===== config.mk =====
export PLATFORM = sky130hd
export DESIGN_NAME = scp_synth_ctrl
export DESIGN_NICKNAME = d
export VERILOG_FILES = /design/src/scp_pkg.sv /design/src/scp_synth_ctrl.sv /design/src/scp_cal_engine.sv /design/src/scp_axil_slave.sv
export SDC_FILE = /design/constraint.sdc
export NUM_CORES = 1
export LEC_CHECK = 0
export ABC_AREA = 1
export BUFFER_PORTS_ARGS = -buffer_cell sky130_fd_sc_hd__buf_4
export CORE_ASPECT_RATIO = 0.9
export CORE_MARGIN = 1.5
export CORE_UTILIZATION = 47
export DETAILED_ROUTE_END_ITERATION = 16
export GPL_TIMING_DRIVEN = 0
export HOLD_SLACK_MARGIN = 0.02
export PLACE_DENSITY = 0.82
export SYNTH_ARGS = -nofsm -noshare
export SYNTH_HDL_FRONTEND = slang
export SYNTH_SLANG_ARGS = --single-unit

===== constraint.sdc =====
create_clock -name clk -period 1.8 [get_ports clk]
set_clock_uncertainty 0.05 [all_clocks]
set_input_delay 0 -clock clk [delete_from_list [all_inputs] [get_ports clk]]
set_output_delay 0 -clock clk [all_outputs]
set_load 0.03 [all_outputs]

===== src/scp_pkg.sv =====
package scp_pkg;

  // ****************************************************************
  // Clock and timing.
  // ****************************************************************
  localparam int CLK_PERIOD_NS   = 5;
  localparam int CAL_FULL_26_US  = 735;
  localparam int CAL_FULL_24_US  = 796;
  localparam int CAL_SHORT_26_US = 168;
  localparam int CAL_SHORT_24_US = 182;
  localparam int TURNON_26_US    = 75;
  localparam int TURNON_24_US    = 81;
  // Least times round up to whole clock cycles.
  localparam int CAL_FULL_26_CYC  =
    (CAL_FULL_26_US * 1000 + CLK_PERIOD_NS - 1) / CLK_PERIOD_NS;
  localparam int CAL_FULL_24_CYC  =
    (CAL_FULL_24_US * 1000 + CLK_PERIOD_NS - 1) / CLK_PERIOD_NS;
  localparam int CAL_SHORT_26_CYC =
    (CAL_SHORT_26_US * 1000 + CLK_PERIOD_NS - 1) / CLK_PERIOD_NS;
  localparam int CAL_SHORT_24_CYC =
    (CAL_SHORT_24_US * 1000 + CLK_PERIOD_NS - 1) / CLK_PERIOD_NS;
  localparam int TURNON_26_CYC    =
    (TURNON_26_US * 1000 + CLK_PERIOD_NS - 1) / CLK_PERIOD_NS;
  localparam int TURNON_24_CYC    =
    (TURNON_24_US * 1000 + CLK_PERIOD_NS - 1) / CLK_PERIOD_NS;
  localparam int CNT_W            = 18;

  // ****************************************************************
  // Register map, fields and reset values.
  // ****************************************************************
  localparam int         ADDR_W     = 8;
  localparam logic [7:0] OFS_PA     = 8'h00;
  localparam logic [7:0] OFS_CFG    = 8'h04;
  localparam logic [7:0] OFS_STROBE = 8'h08;
  localparam logic [7:0] OFS_CP     = 8'h0C;
  localparam logic [7:0] OFS_VCUR   = 8'h10;
  localparam logic [7:0] OFS_VCAP   = 8'h14;
  localparam logic [7:0] OFS_STAT   = 8'h18;
  localparam int         REF24_BIT  = 0;
  localparam int         AUTOCAL_LSB = 4;
  localparam int         CP_EN_LSB  = 4;
  localparam int         STB_CAL    = 0;
  localparam int         STB_RX     = 1;
  localparam int         STB_TX     = 2;
  localparam int         STB_IDLE   = 3;
  localparam logic [7:0] PA_RST     = 8'h00;
  localparam logic [7:0] CFG_RST    = 8'h00;
  localparam logic [7:0] CP_RST     = 8'h20;
  localparam logic [7:0] VCUR_RST   = 8'h00;
  localparam logic [7:0] VCAP_RST   = 8'h00;
  localparam logic [1:0] RESP_OKAY  = 2'h0;
  localparam logic [1:0] RESP_SLVERR = 2'h2;

  // ****************************************************************
  // Auto-calibration modes and controller states.
  // ****************************************************************
  localparam logic [1:0] AC_NEVER = 2'h0;
  localparam logic [1:0] AC_ON    = 2'h1;

  typedef enum logic [2:0] {
    ST_IDLE, ST_CAL_MAN, ST_CAL_ON, ST_SETTLE, ST_RX, ST_TX, ST_CAL_OFF
  } scp_state_t;

endpackage


===== src/scp_synth_ctrl.sv =====
// Operation
// - The power byte drives the amplifier level, 0x00 lowest, 0xFF highest.
// - Auto-calibration runs at synthesizer turn-on or at automatic turn-off.
// - A calibrate strobe in idle starts a manual calibration.
// - Calibration results survive every power-down mode.
// - A full calibration lasts 735 us at 26 MHz or 796 us at 24 MHz.
// - The three result registers are read-write; turn-on takes 75 or 81 us.
// - One VCO current and one charge pump result serve all frequencies.
// - Zero in bits 5:4 of the charge pump result skips its calibration.
// - With it skipped and mode 01, receive or transmit runs VCO cal only.
// - Without charge pump calibration a run lasts 168 or 182 us.
// - The idle strobe always forces the controller to idle.
//
// Local design decisions: the register offsets and register access over AXI4-Lite.
`timescale 1ns/1ps
module scp_synth_ctrl
  import scp_pkg::*;
#(
  parameter int FULL_26   = CAL_FULL_26_CYC,
  parameter int FULL_24   = CAL_FULL_24_CYC,
  parameter int SHORT_26  = CAL_SHORT_26_CYC,
  parameter int SHORT_24  = CAL_SHORT_24_CYC,
  parameter int TURNON_26 = TURNON_26_CYC,
  parameter int TURNON_24 = TURNON_24_CYC
) (
  input  wire logic              clk,
  input  wire logic              rst_n,
  input  wire logic [ADDR_W-1:0] s_axi_awaddr,
  input  wire logic              s_axi_awvalid,
  output logic                   s_axi_awready,
  input  wire logic [31:0]       s_axi_wdata,
  input  wire logic [3:0]        s_axi_wstrb,
  input  wire logic              s_axi_wvalid,
  output logic                   s_axi_wready,
  output logic [1:0]             s_axi_bresp,
  output logic                   s_axi_bvalid,
  input  wire logic              s_axi_bready,
  input  wire logic [ADDR_W-1:0] s_axi_araddr,
  input  wire logic              s_axi_arvalid,
  output logic                   s_axi_arready,
  output logic [31:0]            s_axi_rdata,
  output logic [1:0]             s_axi_rresp,
  output logic                   s_axi_rvalid,
  input  wire logic              s_axi_rready,
  input  wire logic [1:0]        power_down_mode,
  input  wire logic              synth_auto_off,
  input  wire logic [7:0]        meas_cp_cal,
  input  wire logic [7:0]        meas_vco_current,
  input  wire logic [7:0]        meas_vco_cap,
  output logic [7:0]             pa_power_setting,
  output logic [7:0]             charge_pump_cal_result,
  output logic [7:0]             vco_current_cal_result,
  output logic [7:0]             vco_cap_cal_result,
  output logic                   synth_on,
  output logic                   synth_cal_active,
  output logic                   radio_rx_on,
  output logic                   radio_tx_on,
  output logic                   radio_idle
);

  // ****************************************************************
  // Register bus.
  // ****************************************************************
  logic              wr_en;
  logic [ADDR_W-1:0] wr_addr;
  logic [31:0]       wr_data;
  logic [3:0]        wr_strb;
  logic              wr_hit;
  logic [ADDR_W-1:0] rd_addr;
  logic [31:0]       rd_data;
  logic              rd_hit;

  scp_axil_slave u_bus (
    .clk           (clk),
    .rst_n         (rst_n),
    .s_axi_awaddr  (s_axi_awaddr),
    .s_axi_awvalid (s_axi_awvalid),
    .s_axi_awready (s_axi_awready),
    .s_axi_wdata   (s_axi_wdata),
    .s_axi_wstrb   (s_axi_wstrb),
    .s_axi_wvalid  (s_axi_wvalid),
    .s_axi_wready  (s_axi_wready),
    .s_axi_bresp   (s_axi_bresp),
    .s_axi_bvalid  (s_axi_bvalid),
    .s_axi_bready  (s_axi_bready),
    .s_axi_araddr  (s_axi_araddr),
    .s_axi_arvalid (s_axi_arvalid),
    .s_axi_arready (s_axi_arready),
    .s_axi_rdata   (s_axi_rdata),
    .s_axi_rresp   (s_axi_rresp),
    .s_axi_rvalid  (s_axi_rvalid),
    .s_axi_rready  (s_axi_rready),
    .wr_en         (wr_en),
    .wr_addr       (wr_addr),
    .wr_data       (wr_data),
    .wr_strb       (wr_strb),
    .wr_hit        (wr_hit),
    .rd_addr       (rd_addr),
    .rd_data       (rd_data),
    .rd_hit        (rd_hit)
  );

  logic [7:0]  cfg_reg;
  scp_state_t  state_reg;
  scp_state_t  state_next;
  logic        target_tx_reg;
  logic [CNT_W-1:0] settle_cnt_reg;
  logic        wr_lane0;
  logic        stb_cal;
  logic        stb_rx;
  logic        stb_tx;
  logic        stb_idle;
  logic [1:0]  autocal;
  logic        ref_24m;
  logic        cp_en;
  logic        cal_start;
  logic        cal_abort;
  logic        cal_busy;
  logic        cal_done;

  // Address decode; only the low byte lane carries register data.
  assign wr_hit   = (wr_addr == OFS_PA) || (wr_addr == OFS_CFG) ||
                    (wr_addr == OFS_STROBE) || (wr_addr == OFS_CP) ||
                    (wr_addr == OFS_VCUR) || (wr_addr == OFS_VCAP) ||
                    (wr_addr == OFS_STAT);
  assign wr_lane0 = wr_en && wr_strb[0];
  assign stb_cal  = wr_lane0 && (wr_addr == OFS_STROBE) && wr_data[STB_CAL];
  assign stb_rx   = wr_lane0 && (wr_addr == OFS_STROBE) && wr_data[STB_RX];
  assign stb_tx   = wr_lane0 && (wr_addr == OFS_STROBE) && wr_data[STB_TX];
  assign stb_idle = wr_lane0 && (wr_addr == OFS_STROBE) &&
                    wr_data[STB_IDLE];
  assign autocal  = cfg_reg[AUTOCAL_LSB +: 2];
  assign ref_24m  = cfg_reg[REF24_BIT];
  assign cp_en    = (charge_pump_cal_result[CP_EN_LSB +: 2] != 2'h0);

  // Read multiplexer; strobe register reads zero, status shows state.
  always_comb begin
    rd_data = 32'h0000_0000;
    rd_hit  = 1'b1;
    case (rd_addr)
      OFS_PA:     rd_data[7:0] = pa_power_setting;
      OFS_CFG:    rd_data[7:0] = cfg_reg;
      OFS_STROBE: rd_data[7:0] = 8'h00;
      OFS_CP:     rd_data[7:0] = charge_pump_cal_result;
      OFS_VCUR:   rd_data[7:0] = vco_current_cal_result;
      OFS_VCAP:   rd_data[7:0] = vco_cap_cal_result;
      OFS_STAT:   rd_data[7:0] = {4'h0, cal_busy, 3'(state_reg)};
      default:    rd_hit = 1'b0;
    endcase
  end

  // ****************************************************************
  // Software settings.
  // ****************************************************************

  // Power byte goes straight to the amplifier level control.
  always_ff @(posedge clk or negedge rst_n) begin
    if (!rst_n) begin
      pa_power_setting <= PA_RST;
    end else if (wr_lane0 && (wr_addr == OFS_PA)) begin
      pa_power_setting <= wr_data[7:0];
    end
  end

  // Auto-calibration select and reference frequency select.
  always_ff @(posedge clk or negedge rst_n) begin
    if (!rst_n) begin
      cfg_reg <= CFG_RST;
    end else if (wr_lane0 && (wr_addr == OFS_CFG)) begin
      cfg_reg <= wr_data[7:0];
    end
  end

  // ****************************************************************
  // Calibration results.
  // ****************************************************************

  // Results change only by software or by a finished calibration, never
  // by power-down, and a finishing calibration wins over a write.
  always_ff @(posedge clk or negedge rst_n) begin
    if (!rst_n) begin
      charge_pump_cal_result <= CP_RST;
      vco_current_cal_result <= VCUR_RST;
      vco_cap_cal_result     <= VCAP_RST;
    end else if (cal_done) begin
      if (cp_en) begin
        charge_pump_cal_result <= {meas_cp_cal[7:6],
                                   charge_pump_cal_result[5:4],
                                   meas_cp_cal[3:0]};
      end
      vco_current_cal_result <= meas_vco_current;
      vco_cap_cal_result     <= meas_vco_cap;
    end else if (wr_lane0) begin
      if (wr_addr == OFS_CP) begin
        charge_pump_cal_result <= wr_data[7:0];
      end
      if (wr_addr == OFS_VCUR) begin
        vco_current_cal_result <= wr_data[7:0];
      end
      if (wr_addr == OFS_VCAP) begin
        vco_cap_cal_result <= wr_data[7:0];
      end
    end
  end

  scp_cal_engine #(
    .FULL_26  (FULL_26),
    .FULL_24  (FULL_24),
    .SHORT_26 (SHORT_26),
    .SHORT_24 (SHORT_24)
  ) u_cal (
    .clk     (clk),
    .rst_n   (rst_n),
    .start   (cal_start),
    .abort   (cal_abort),
    .cp_en   (cp_en),
    .ref_24m (ref_24m),
    .busy    (cal_busy),
    .done    (cal_done)
  );

  // ****************************************************************
  // Radio controller.
  // ****************************************************************

  // Next state; idle strobe and power-down take precedence.
  always_comb begin
    state_next = state_reg;
    cal_start  = 1'b0;
    cal_abort  = 1'b0;
    if (stb_idle || (power_down_mode != 2'h0)) begin
      state_next = ST_IDLE;
      cal_abort  = 1'b1;
    end else begin
      case (state_reg)
        ST_IDLE: begin
          if (stb_cal) begin
            state_next = ST_CAL_MAN;
            cal_start  = 1'b1;
          end else if (stb_rx || stb_tx) begin
            if (autocal == AC_ON) begin
              state_next = ST_CAL_ON;
              cal_start  = 1'b1;
            end else begin
              state_next = ST_SETTLE;
            end
          end
        end
        ST_CAL_MAN: begin
          if (cal_done) state_next = ST_IDLE;
        end
        ST_CAL_ON: begin
          if (cal_done) state_next = ST_SETTLE;
        end
        ST_SETTLE: begin
          if (settle_cnt_reg == '0) begin
            state_next = target_tx_reg ? ST_TX : ST_RX;
          end
        end
        ST_RX, ST_TX: begin
          if (synth_auto_off) begin
            if ((autocal != AC_NEVER) && (autocal != AC_ON)) begin
              state_next = ST_CAL_OFF;
              cal_start  = 1'b1;
            end else begin
              state_next = ST_IDLE;
            end
          end else if (stb_tx) begin
            state_next = ST_TX;
          end else if (stb_rx) begin
            state_next = ST_RX;
          end
        end
        ST_CAL_OFF: begin
          if (cal_done) state_next = ST_IDLE;
        end
        default: state_next = ST_IDLE;
      endcase
    end
  end

  // State register.
  always_ff @(posedge clk or negedge rst_n) begin
    if (!rst_n) begin
      state_reg <= ST_IDLE;
    end else begin
      state_reg <= state_next;
    end
  end

  // Destination of a turn-on, remembered from the strobe taken in idle.
  always_ff @(posedge clk or negedge rst_n) begin
    if (!rst_n) begin
      target_tx_reg <= 1'b0;
    end else if ((state_reg == ST_IDLE) && (stb_rx || stb_tx)) begin
      target_tx_reg <= stb_tx && !stb_rx;
    end
  end

  // Synthesizer turn-on time, loaded as the settle state is entered.
  always_ff @(posedge clk or negedge rst_n) begin
    if (!rst_n) begin
      settle_cnt_reg <= '0;
    end else if ((state_next == ST_SETTLE) && (state_reg != ST_SETTLE)) begin
      settle_cnt_reg <= ref_24m ? CNT_W'(TURNON_24 - 1)
                                : CNT_W'(TURNON_26 - 1);
    end else if (settle_cnt_reg != '0) begin
      settle_cnt_reg <= settle_cnt_reg - CNT_W'(1);
    end
  end

  // Status outputs, decoded from the state register and the busy flag.
  always_comb begin
    synth_on         = (state_reg != ST_IDLE);
    synth_cal_active = cal_busy;
    radio_rx_on      = (state_reg == ST_RX);
    radio_tx_on      = (state_reg == ST_TX);
    radio_idle       = (state_reg == ST_IDLE);
  end

  // ****************************************************************
  // Checks.
  // ****************************************************************
  property p_pa_level;
    @(posedge clk) disable iff (!rst_n)
    (wr_lane0 && (wr_addr == OFS_PA)) |=>
      (pa_power_setting == $past(wr_data[7:0]));
  endproperty
  a_pa_level: assert property (p_pa_level)
    else $error("Power setting not taken from the write.");

  property p_idle_force;
    @(posedge clk) disable iff (!rst_n)
    stb_idle |=> (state_reg == ST_IDLE) && !cal_busy;
  endproperty
  a_idle_force: assert property (p_idle_force)
    else $error("Idle strobe did not force idle.");

  property p_manual_cal;
    @(posedge clk) disable iff (!rst_n)
    ((state_reg == ST_IDLE) && stb_cal && !stb_idle &&
     (power_down_mode == 2'h0)) |=> (state_reg == ST_CAL_MAN) && cal_busy;
  endproperty
  a_manual_cal: assert property (p_manual_cal)
    else $error("Calibrate strobe in idle did not start calibration.");

  property p_manual_end;
    @(posedge clk) disable iff (!rst_n)
    ((state_reg == ST_CAL_MAN) && cal_done && !stb_idle) |=>
      (state_reg == ST_IDLE) &&
      (vco_cap_cal_result == $past(meas_vco_cap));
  endproperty
  a_manual_end: assert property (p_manual_end)
    else $error("Manual calibration did not end in idle with results.");

  property p_retain;
    @(posedge clk) disable iff (!rst_n)
    ((power_down_mode != 2'h0) && !wr_lane0 && !cal_done) |=>
      $stable(vco_current_cal_result) && $stable(vco_cap_cal_result) &&
      $stable(charge_pump_cal_result);
  endproperty
  a_retain: assert property (p_retain)
    else $error("Calibration results lost in power-down.");

  property p_cp_skip;
    @(posedge clk) disable iff (!rst_n)
    (cal_done && !cp_en) |=> $stable(charge_pump_cal_result);
  endproperty
  a_cp_skip: assert property (p_cp_skip)
    else $error("Charge pump result changed while disabled.");

  property p_autocal_on;
    @(posedge clk) disable iff (!rst_n)
    ((state_reg == ST_IDLE) && stb_rx && !stb_cal && !stb_idle &&
     (power_down_mode == 2'h0) && (autocal == AC_ON)) |=>
      (state_reg == ST_CAL_ON) ##1 cal_busy;
  endproperty
  a_autocal_on: assert property (p_autocal_on)
    else $error("Turn-on calibration not started.");

  property p_settle_exit;
    @(posedge clk) disable iff (!rst_n)
    ((state_reg == ST_SETTLE) && (settle_cnt_reg == '0) && !stb_idle &&
     (power_down_mode == 2'h0)) |=>
      (radio_rx_on != radio_tx_on);
  endproperty
  a_settle_exit: assert property (p_settle_exit)
    else $error("Turn-on did not reach receive or transmit.");

endmodule


===== src/scp_cal_engine.sv =====
`timescale 1ns/1ps
module scp_cal_engine
  import scp_pkg::*;
#(
  parameter int FULL_26  = CAL_FULL_26_CYC,
  parameter int FULL_24  = CAL_FULL_24_CYC,
  parameter int SHORT_26 = CAL_SHORT_26_CYC,
  parameter int SHORT_24 = CAL_SHORT_24_CYC
) (
  input  wire logic clk,
  input  wire logic rst_n,
  input  wire logic start,
  input  wire logic abort,
  input  wire logic cp_en,
  input  wire logic ref_24m,
  output logic      busy,
  output logic      done
);

  logic [CNT_W-1:0] cnt_reg;
  logic [CNT_W-1:0] len_m1;
  logic [CNT_W-1:0] len_reg;
  logic [CNT_W-1:0] run_reg;

  // Charge-pump calibration dominates the run time when it is enabled.
  assign len_m1 = cp_en ? (ref_24m ? CNT_W'(FULL_24 - 1)
                                   : CNT_W'(FULL_26 - 1))
                        : (ref_24m ? CNT_W'(SHORT_24 - 1)
                                   : CNT_W'(SHORT_26 - 1));
  assign done   = busy && (cnt_reg == '0);

  // Down counter of the running calibration.
  always_ff @(posedge clk or negedge rst_n) begin
    if (!rst_n) begin
      busy    <= 1'b0;
      cnt_reg <= '0;
      len_reg <= '0;
    end else if (abort) begin
      busy <= 1'b0;
    end else if (start) begin
      busy    <= 1'b1;
      cnt_reg <= len_m1;
      len_reg <= len_m1;
    end else if (busy) begin
      busy    <= (cnt_reg != '0);
      cnt_reg <= cnt_reg - CNT_W'(1);
    end
  end

  // Cycles spent in the current run, read only by the checks.
  always_ff @(posedge clk or negedge rst_n) begin
    if (!rst_n) begin
      run_reg <= '0;
    end else if (start) begin
      run_reg <= '0;
    end else if (busy) begin
      run_reg <= run_reg + CNT_W'(1);
    end
  end

  property p_run_len;
    @(posedge clk) disable iff (!rst_n)
    done |-> (run_reg == len_reg);
  endproperty
  a_run_len: assert property (p_run_len)
    else $error("Calibration length differs from its setting.");

  property p_short_len;
    @(posedge clk) disable iff (!rst_n)
    (start && !abort && !cp_en && !ref_24m) |=>
      (len_reg == CNT_W'(SHORT_26 - 1));
  endproperty
  a_short_len: assert property (p_short_len)
    else $error("Short calibration length not selected.");

endmodule


===== src/scp_axil_slave.sv =====
`timescale 1ns/1ps
module scp_axil_slave
  import scp_pkg::*;
(
  input  wire logic              clk,
  input  wire logic              rst_n,
  input  wire logic [ADDR_W-1:0] s_axi_awaddr,
  input  wire logic              s_axi_awvalid,
  output logic                   s_axi_awready,
  input  wire logic [31:0]       s_axi_wdata,
  input  wire logic [3:0]        s_axi_wstrb,
  input  wire logic              s_axi_wvalid,
  output logic                   s_axi_wready,
  output logic [1:0]             s_axi_bresp,
  output logic                   s_axi_bvalid,
  input  wire logic              s_axi_bready,
  input  wire logic [ADDR_W-1:0] s_axi_araddr,
  input  wire logic              s_axi_arvalid,
  output logic                   s_axi_arready,
  output logic [31:0]            s_axi_rdata,
  output logic [1:0]             s_axi_rresp,
  output logic                   s_axi_rvalid,
  input  wire logic              s_axi_rready,
  output logic                   wr_en,
  output logic [ADDR_W-1:0]      wr_addr,
  output logic [31:0]            wr_data,
  output logic [3:0]             wr_strb,
  input  wire logic              wr_hit,
  output logic [ADDR_W-1:0]      rd_addr,
  input  wire logic [31:0]       rd_data,
  input  wire logic              rd_hit
);

  logic aw_held;
  logic w_held;

  // Each write channel is taken once and held until the write is done.
  assign s_axi_awready = !aw_held && !s_axi_bvalid;
  assign s_axi_wready  = !w_held && !s_axi_bvalid;
  assign wr_en         = aw_held && w_held && !s_axi_bvalid;
  assign s_axi_arready = !s_axi_rvalid;
  assign rd_addr       = s_axi_araddr;

  // Write address and data capture, in either order.
  always_ff @(posedge clk or negedge rst_n) begin
    if (!rst_n) begin
      aw_held      <= 1'b0;
      w_held       <= 1'b0;
      wr_addr      <= '0;
      wr_data      <= '0;
      wr_strb      <= '0;
      s_axi_bvalid <= 1'b0;
      s_axi_bresp  <= RESP_OKAY;
    end else begin
      if (s_axi_awvalid && s_axi_awready) begin
        aw_held <= 1'b1;
        wr_addr <= s_axi_awaddr;
      end
      if (s_axi_wvalid && s_axi_wready) begin
        w_held  <= 1'b1;
        wr_data <= s_axi_wdata;
        wr_strb <= s_axi_wstrb;
      end
      if (wr_en) begin
        aw_held      <= 1'b0;
        w_held       <= 1'b0;
        s_axi_bvalid <= 1'b1;
        s_axi_bresp  <= wr_hit ? RESP_OKAY : RESP_SLVERR;
      end else if (s_axi_bready) begin
        s_axi_bvalid <= 1'b0;
      end
    end
  end

  // Read data is captured at the address handshake.
  always_ff @(posedge clk or negedge rst_n) begin
    if (!rst_n) begin
      s_axi_rvalid <= 1'b0;
      s_axi_rdata  <= '0;
      s_axi_rresp  <= RESP_OKAY;
    end else if (s_axi_arvalid && s_axi_arready) begin
      s_axi_rvalid <= 1'b1;
      s_axi_rdata  <= rd_data;
      s_axi_rresp  <= rd_hit ? RESP_OKAY : RESP_SLVERR;
    end else if (s_axi_rready) begin
      s_axi_rvalid <= 1'b0;
    end
  end

endmodule


==> metrics.cfg, run 1 <==
[power_and_ir_drop]
power.total_mw = 8.11
power.share.sequential_pct = 42.0
p_int_mw = 5.05
ir_worst_vdd_uv = 872
power_frac_comb_pct = 32.1
clkPwrFrac_pct = 25.9
p_switching_mw = 3.06
p_per_area_mw_per_mm2 = 864
switching_share_pct = 37.7
p_leak_nw = 4.64

[worst_setup_path]
required_ns = 2.00
crit_slowest_cell = dfrtp_1
rr_startpoint = u_cal.cnt_reg[0]
cp-end-kind = register
arrival_ns = 2.33
crit_type = reg -> reg
cp_max_fo = 5
max_stage_delay_ns = 0.41
r2r_setup_slack_ns = -0.33
path_cells = inv_4 -> ha_4 -> inv_2 -> nor2_4 -> nand2_1 -> nor2_1 -> nand4_1 -> nand2_1 -> nand2_1 -> nor2_2 -> a21oi_2 -> nand3_4 -> buf_6 -> nand3_2
r2r_cells = 14
critPathLaunchType = register
cpMostUsedCell = nand2_1
regToRegEndpoint = settle_cnt_reg[2]

[logic_synthesis]
ys_seq_area_share_pct = 43.9
yosysTopAreaCell = dfrtp_1
yosys_warnings = 0
syn_area_sq_mm = 0.00638
ys.flop_type = dfrtp_1
synth.area.top_cells = dfrtp_1 44%, nand2_1 14%, nor2_1 5.3%, inv_1 4.5%, buf_4 3.2%
synth-edff-count = 0
synthArstFlopShare_pct = 100
postSynthCellCount = 807
synth_cell_type_count = 51
synth-seq-cells = 112
syn_avg_cell_area_sq_um = 7.91
synth_top_area_share_pct = 43.5

[floorplan]
start_util_pct = 48.0
core_area_sq_mm = 0.0133
pin_count = 164
dieWidth_um = 126
rows = 40
fp.dieH_um = 114
floorplan.die_area_sq_mm = 0.0143

[clock_tree]
htree_levels = 3
cts_buffer_depth = 2
cts.sinks = 112
cts_tree = done
path_clk_slew_ns = 0.08
numCtsBuffers = 9
clk_latency_ns = 0.36
cts_root_buf = clkbuf_16

[global_route]
grt_pass1_wl_um = 32000
grt-ovfl-total = 0
grt_antenna_before_repair = 0
grt_max_degree = 78
grt_pass1_vias = 6333
track_usage_pct = 28.6

[timing]
slew_violations = 0
final-hold-violation-count = 0
slew_headroom_pct = 51.7
tightest_slew_ns = 0.721
period_needed_ns = 2.13
fmax_ghz = 0.469
holdWs_ns = 0.0374
setup_violations = 71
finalWorstSetupSlack_ns = -0.334
rsz0062_at_grt = true
fin_crit_sh_pct = 119

[route]
vias = 6710
drt_iter0_drc = 685
drt_pass1_iterations = 8
drc = 0
drt_wl_total_um = 21100
via_per_inst = 5.49
ant_nets = 0
wl_per_cell_um = 17.3

[placement]
placed_area_sq_mm = 0.00764
io_buffer_count = 108
gp_congestion = 0.931
hpwl_um = 12800
dp_cells = 1109

[min_path]
hp-class = in -> async

[job]
maxCapViolations = 0

[layout]
antennaDiodeCount = 0
area_growth_pct = 47.0
final.fill_count = 897
stdcell_count = 1222
design_area_sq_mm = 0.00938
final_layout_size_suffix_gt1_share_pct = 35.2
nets = 1144

[run_status]
status = complete, but fails checks
violations = setup timing

-- stage by stage --
step                      setup TNS (ns)  setup WS (ns)  util (%)
after CTS                          -6.59         -0.244      68.1
after floorplan                    -1.45         -0.104         -
after detailed placement          -19.81         -0.421      57.4
after global placement            -17.54         -0.346      57.1
after global routing              -18.66         -0.452      70.5
final                             -11.91         -0.334      70.5
-- metal layers --
layer  routed length (um)  up-vias  track usage (%)
met3                 1730       82             5.82
met4                  857        0             12.2
met2                10500      405             48.3
met5                    0        -                0
li1                     -     3053                -
met1                 8040     3170             36.0
-- cell usage after synthesis, types with 3 or more instances --
cell type / n
nand2_1: 233
clkbuf_1: 5
nor2_2: 7
nand2_2: 14
a32o_1: 3
o21ai_1: 4
buf_6: 4
nor2_4: 3
nand2_8: 3
o21ai_0: 37
nand3_1: 32
nor3_1: 9
buf_4: 27
inv_1: 77
mux2_2: 5
dfrtp_1: 111
o2111ai_1: 4
or2_2: 4
o31ai_1: 4
xor2_1: 16
a21oi_1: 21
inv_2: 5
buf_2: 3
a31oi_1: 7
xnor2_1: 9
nand4_1: 13
nor4_1: 3
nand3_2: 5
o221ai_1: 16
nor2_1: 91
ha_1: 9
-- how the worst max path moves through the flow --
stage,endpoint,cells past startpoint,startpoint
finish,settle_cnt_reg[2],14,u_cal.cnt_reg[0]
global route,settle_cnt_reg[1],14,u_cal.cnt_reg[0]
CTS,settle_cnt_reg[10],14,u_cal.cnt_reg[1]
detailed placement,vco_current_cal_result[5],9,u_cal.cnt_reg[0]
global placement,vco_current_cal_result[6],9,u_cal.cnt_reg[0]
floorplan,u_cal.cnt_reg[8],14,u_bus.s_axi_bvalid
-- cell type report --
class	count	area, sq um	area share, %
Tap cell	168	210	2.24
Clock inverter	6	73.8	0.787
Buffer	39	328	3.49
Clock buffer	10	229	2.44
Inverter	84	339	3.61
Sequential cell	112	2810	29.9
Timing Repair Buffer	208	1790	19.1
Multi-Input combinational cell	595	3600	38.4
-- kinds of logic (layout without fill, tap and decap cells) --
| group | after synthesis | after routing | share of synthesized area [%] |
|---|---|---|---|
| buffers and inverters | 125 | 347 | 9.76 |
| muxes | 5 | 5 | 0.882 |
| AOI/OAI and AO/OA | 103 | 103 | 10.1 |
| DFF | 112 | 112 | 43.9 |
| adders and majority gates | 9 | 9 | 1.76 |
| xor gates and xnor gates | 25 | 25 | 3.43 |
| and+or+nand+nor | 427 | 427 | 30.1 |
| other | 1 | 26 | 0.0587 |
-- critical path, delay by kind of cell (launching register included) --
family | cells | cell delay (ns)
AOI/OAI and AO/OA | 1 | 0.10
adders and majority gates | 1 | 0.14
buffers and inverters | 3 | 0.27
DFF | 1 | 0.41
and+or+nand+nor | 9 | 1.03
-- power by group through the flow --
stage	sequential (mW)	combinational [mW]	clock, mW
after CTS	3.35	2.32	2.10
after global placement	3.32	1.89	0
after floorplan	3.46	1.09	0
final	3.41	2.60	2.10
after detailed placement	3.34	1.96	0
after global routing	3.43	2.79	2.21
-- what timing repair did --
item,4_1_cts,5_1_grt
hold buffers,45,0
endpoints found under the setup margin,79,80
buffers inserted,34,14
gates cloned,4,2
endpoints found under the hold margin,156,0
pin swaps,28,27
resized for setup,98,79
-- cell usage in the layout (no fill, tap or decap), types with 12 or more instances in the layout --
cell / netlist / layout
a21oi_1: 21 / 19
buf_4: 27 / 167
buf_6: 4 / 26
conb_1: 1 / 26
dfrtp_1: 111 / 108
dlygate4sd3_1: 0 / 45
inv_1: 77 / 70
nand2_1: 233 / 198
nand2_2: 14 / 37
nand3_1: 32 / 21
nand4_1: 13 / 13
nor2_1: 91 / 74
nor2_2: 7 / 15
nor2_4: 3 / 12
o21ai_0: 37 / 22
o21ai_1: 4 / 16
o221ai_2: 0 / 13
xor2_1: 16 / 16
Note: power is estimated with default switching activity, not from simulation.
==> run 2: changes to the inputs <==
--- a/config.mk
+++ b/config.mk
@@ -8,7 +8,6 @@
 export ABC_AREA = 1
 export BUFFER_PORTS_ARGS = -buffer_cell sky130_fd_sc_hd__buf_4
 export CORE_ASPECT_RATIO = 0.9
-export CORE_MARGIN = 1.5
 export CORE_UTILIZATION = 47
 export DETAILED_ROUTE_END_ITERATION = 16
 export GPL_TIMING_DRIVEN = 0
==> metrics.cfg, run 2 (synthesis gave the netlist of run 1 again) <==
[clock_tree]
clk_latency_ns = 0.37  ; about the same
cts_root_buf = clkbuf_16
cts_tree = done
numCtsBuffers = 9  ; unchanged
path_clk_slew_ns = 0.09  ; about the same
cts.sinks = 112  ; unchanged
cts_buffer_depth = 2  ; unchanged
htree_levels = 3  ; unchanged

[layout]
antennaDiodeCount = 0  ; unchanged
final_cell_mix = 197 x nand2_1, 168 x buf_4, 108 x dfrtp_1, 72 x nor2_1, 70 x inv_1
final_common_cell = nand2_1
final_layout_size_suffix_gt1_share_pct = 36.1  ; +0.87 points
area_growth_pct = 49.9
nets = 1149  ; +0.44%
fin_util_pct = 71.9  ; +1.4 points
final.fill_count = 848  ; -5.5%

[route]
drc = 0  ; unchanged
drt_pass1_iterations = 6  ; -2
vias = 6995  ; +4.2%
via_per_inst = 5.70  ; +3.8%
wl_per_cell_um = 19.2  ; +11%
ant_nets = 0  ; unchanged
drt_wl_total_um = 23500  ; +11%
drt_iter0_drc = 797  ; +16%

[run_status]
violations = setup timing
status = complete, but fails checks

[timing]
finalWorstSetupSlack_ns = -0.354  ; -0.0195 ns
slew_headroom_pct = 55.6  ; +3.9 points
slew_violations = 0  ; unchanged
rsz0062_at_grt = true
fmax_ghz = 0.464  ; -0.90%
tns_ns = -15.31  ; -3.40 ns
period_needed_ns = 2.15  ; +0.0195 ns
tightest_slew_ns = 0.662  ; -0.0586 ns
setup_violations = 74  ; +4.2%
final-hold-violation-count = 0  ; unchanged
fin_crit_sh_pct = 120  ; +1.1 points

[global_route]
grt_pass1_vias = 6600  ; +4.2%
grt_antenna_before_repair = 0  ; unchanged
track_usage_pct = 30.0  ; +1.5 points
grt_max_degree = 70  ; -10%
grt-ovfl-total = 0  ; unchanged
grt_pass1_wl_um = 33100  ; +3.3%

[worst_setup_path]
arrival_ns = 2.41  ; +0.08 ns
cp_max_fo = 5  ; unchanged
cp-end-kind = register
crit_buf_inv = 1  ; -2
cp_top_family = simple AND/OR/NAND/NOR gates
crit_type = reg -> reg
max_stage_delay_ns = 0.52  ; +0.11 ns
critPathLaunchType = register
cpMostUsedCell = nand2_1
required_ns = 2.05  ; +0.05 ns
path_cells = nor2_1 -> inv_1 -> ha_1 -> nand3b_1 -> nand2_1 -> nand2_1 -> nand2_1
rr_startpoint = charge_pump_cal_result[4]
crit_slowest_cell = nor2_1
crit_start = charge_pump_cal_result[4]

[floorplan]
core_area_sq_mm = 0.0133  ; unchanged
fp.dieH_um = 113  ; -0.88%
floorplan.die_area_sq_mm = 0.0141  ; -1.7%
dieWidth_um = 125  ; -0.79%
start_util_pct = 48.0  ; unchanged
rows = 40  ; unchanged
pin_count = 164  ; unchanged

[job]
maxCapViolations = 0  ; unchanged

[power_and_ir_drop]
p_per_area_mw_per_mm2 = 888  ; +2.7%
ir_worst_vdd_uv = 990  ; +13%
p_leak_nw = 4.73  ; +2.1%
power.total_mw = 8.50  ; +4.8%

[placement]
io_buffer_count = 108  ; unchanged
hpwl_um = 12700  ; -0.46%
gp_congestion = 0.896  ; -3.8%

[min_path]
hold_start = s_axi_araddr[3]
hp-class = in -> reg

-- run 2: final timing paths --
check                                                  to  slack [ns]  cells past startpoint
worst max-delay path                     u_cal.cnt_reg[9]       -0.35                      7
worst max register to register           u_cal.cnt_reg[9]       -0.35                      7
min in group asynchronous                u_cal.cnt_reg[6]        0.07                      2
worst min register to register       u_bus.s_axi_rdata[3]        0.44                      2
max in group asynchronous       charge_pump_cal_result[5]        0.92                      3
worst min-delay path                 u_bus.s_axi_rdata[3]        0.06                      5
-- run 2: worst min-delay path, delay by kind of cell --
family                 cells  cell delay (ns)
and+or+nand+nor            3             0.25
AOI/OAI and AO/OA          1             0.08
buffers and inverters      1             0.13
-- run 2: area by class of cell --
class	count	area, sq um	share of cell area (%)
Clock buffer	9	225	2.35
Inverter	84	344	3.59
Timing Repair Buffer	212	1880	19.7
Sequential cell	112	2810	29.3
Multi-Input combinational cell	595	3630	37.9
Tap cell	168	210	2.20
Clock inverter	7	124	1.29
Buffer	40	350	3.66
-- run 2: layer usage --
metal / GRT usage (%) / share of wire, % / vias to the layer above
met5: 0 / 0 / -
met1: 36.4 / 36 / 3303
li1: - / - / 3062
met4: 14.0 / 6.4 / 0
met3: 6.91 / 8.8 / 152
met2: 51.2 / 49 / 478
-- run 2: timing repair --
item	CTS	global route
gates cloned	3	4
gates resized for setup	75	116
pin swaps	23	29
endpoints found under the setup margin	77	81
hold endpoints to repair	155	0
hold buffers	46	0
buffers inserted	35	16
-- run 2: where the power goes --
group | switching, mW | internal (mW)
clock | 1.09 | 1.27
combinational | 1.68 | 1.03
sequential | 0.504 | 2.92
total | 3.28 | 5.22
-- run 2: through the flow --
stage	std cells	setup slack (ns)	instance area, sq um	hold slack (ns)
finish	1227	-0.354	9570	0.0650
global route	1227	-0.469	9570	0.0854
CTS	1209	-0.220	9030	0.0245
detailed placement	1109	-0.452	7640	-0.0965
global placement	1108	-0.379	7610	0.129
floorplan	832	-0.104	6590	-0.346
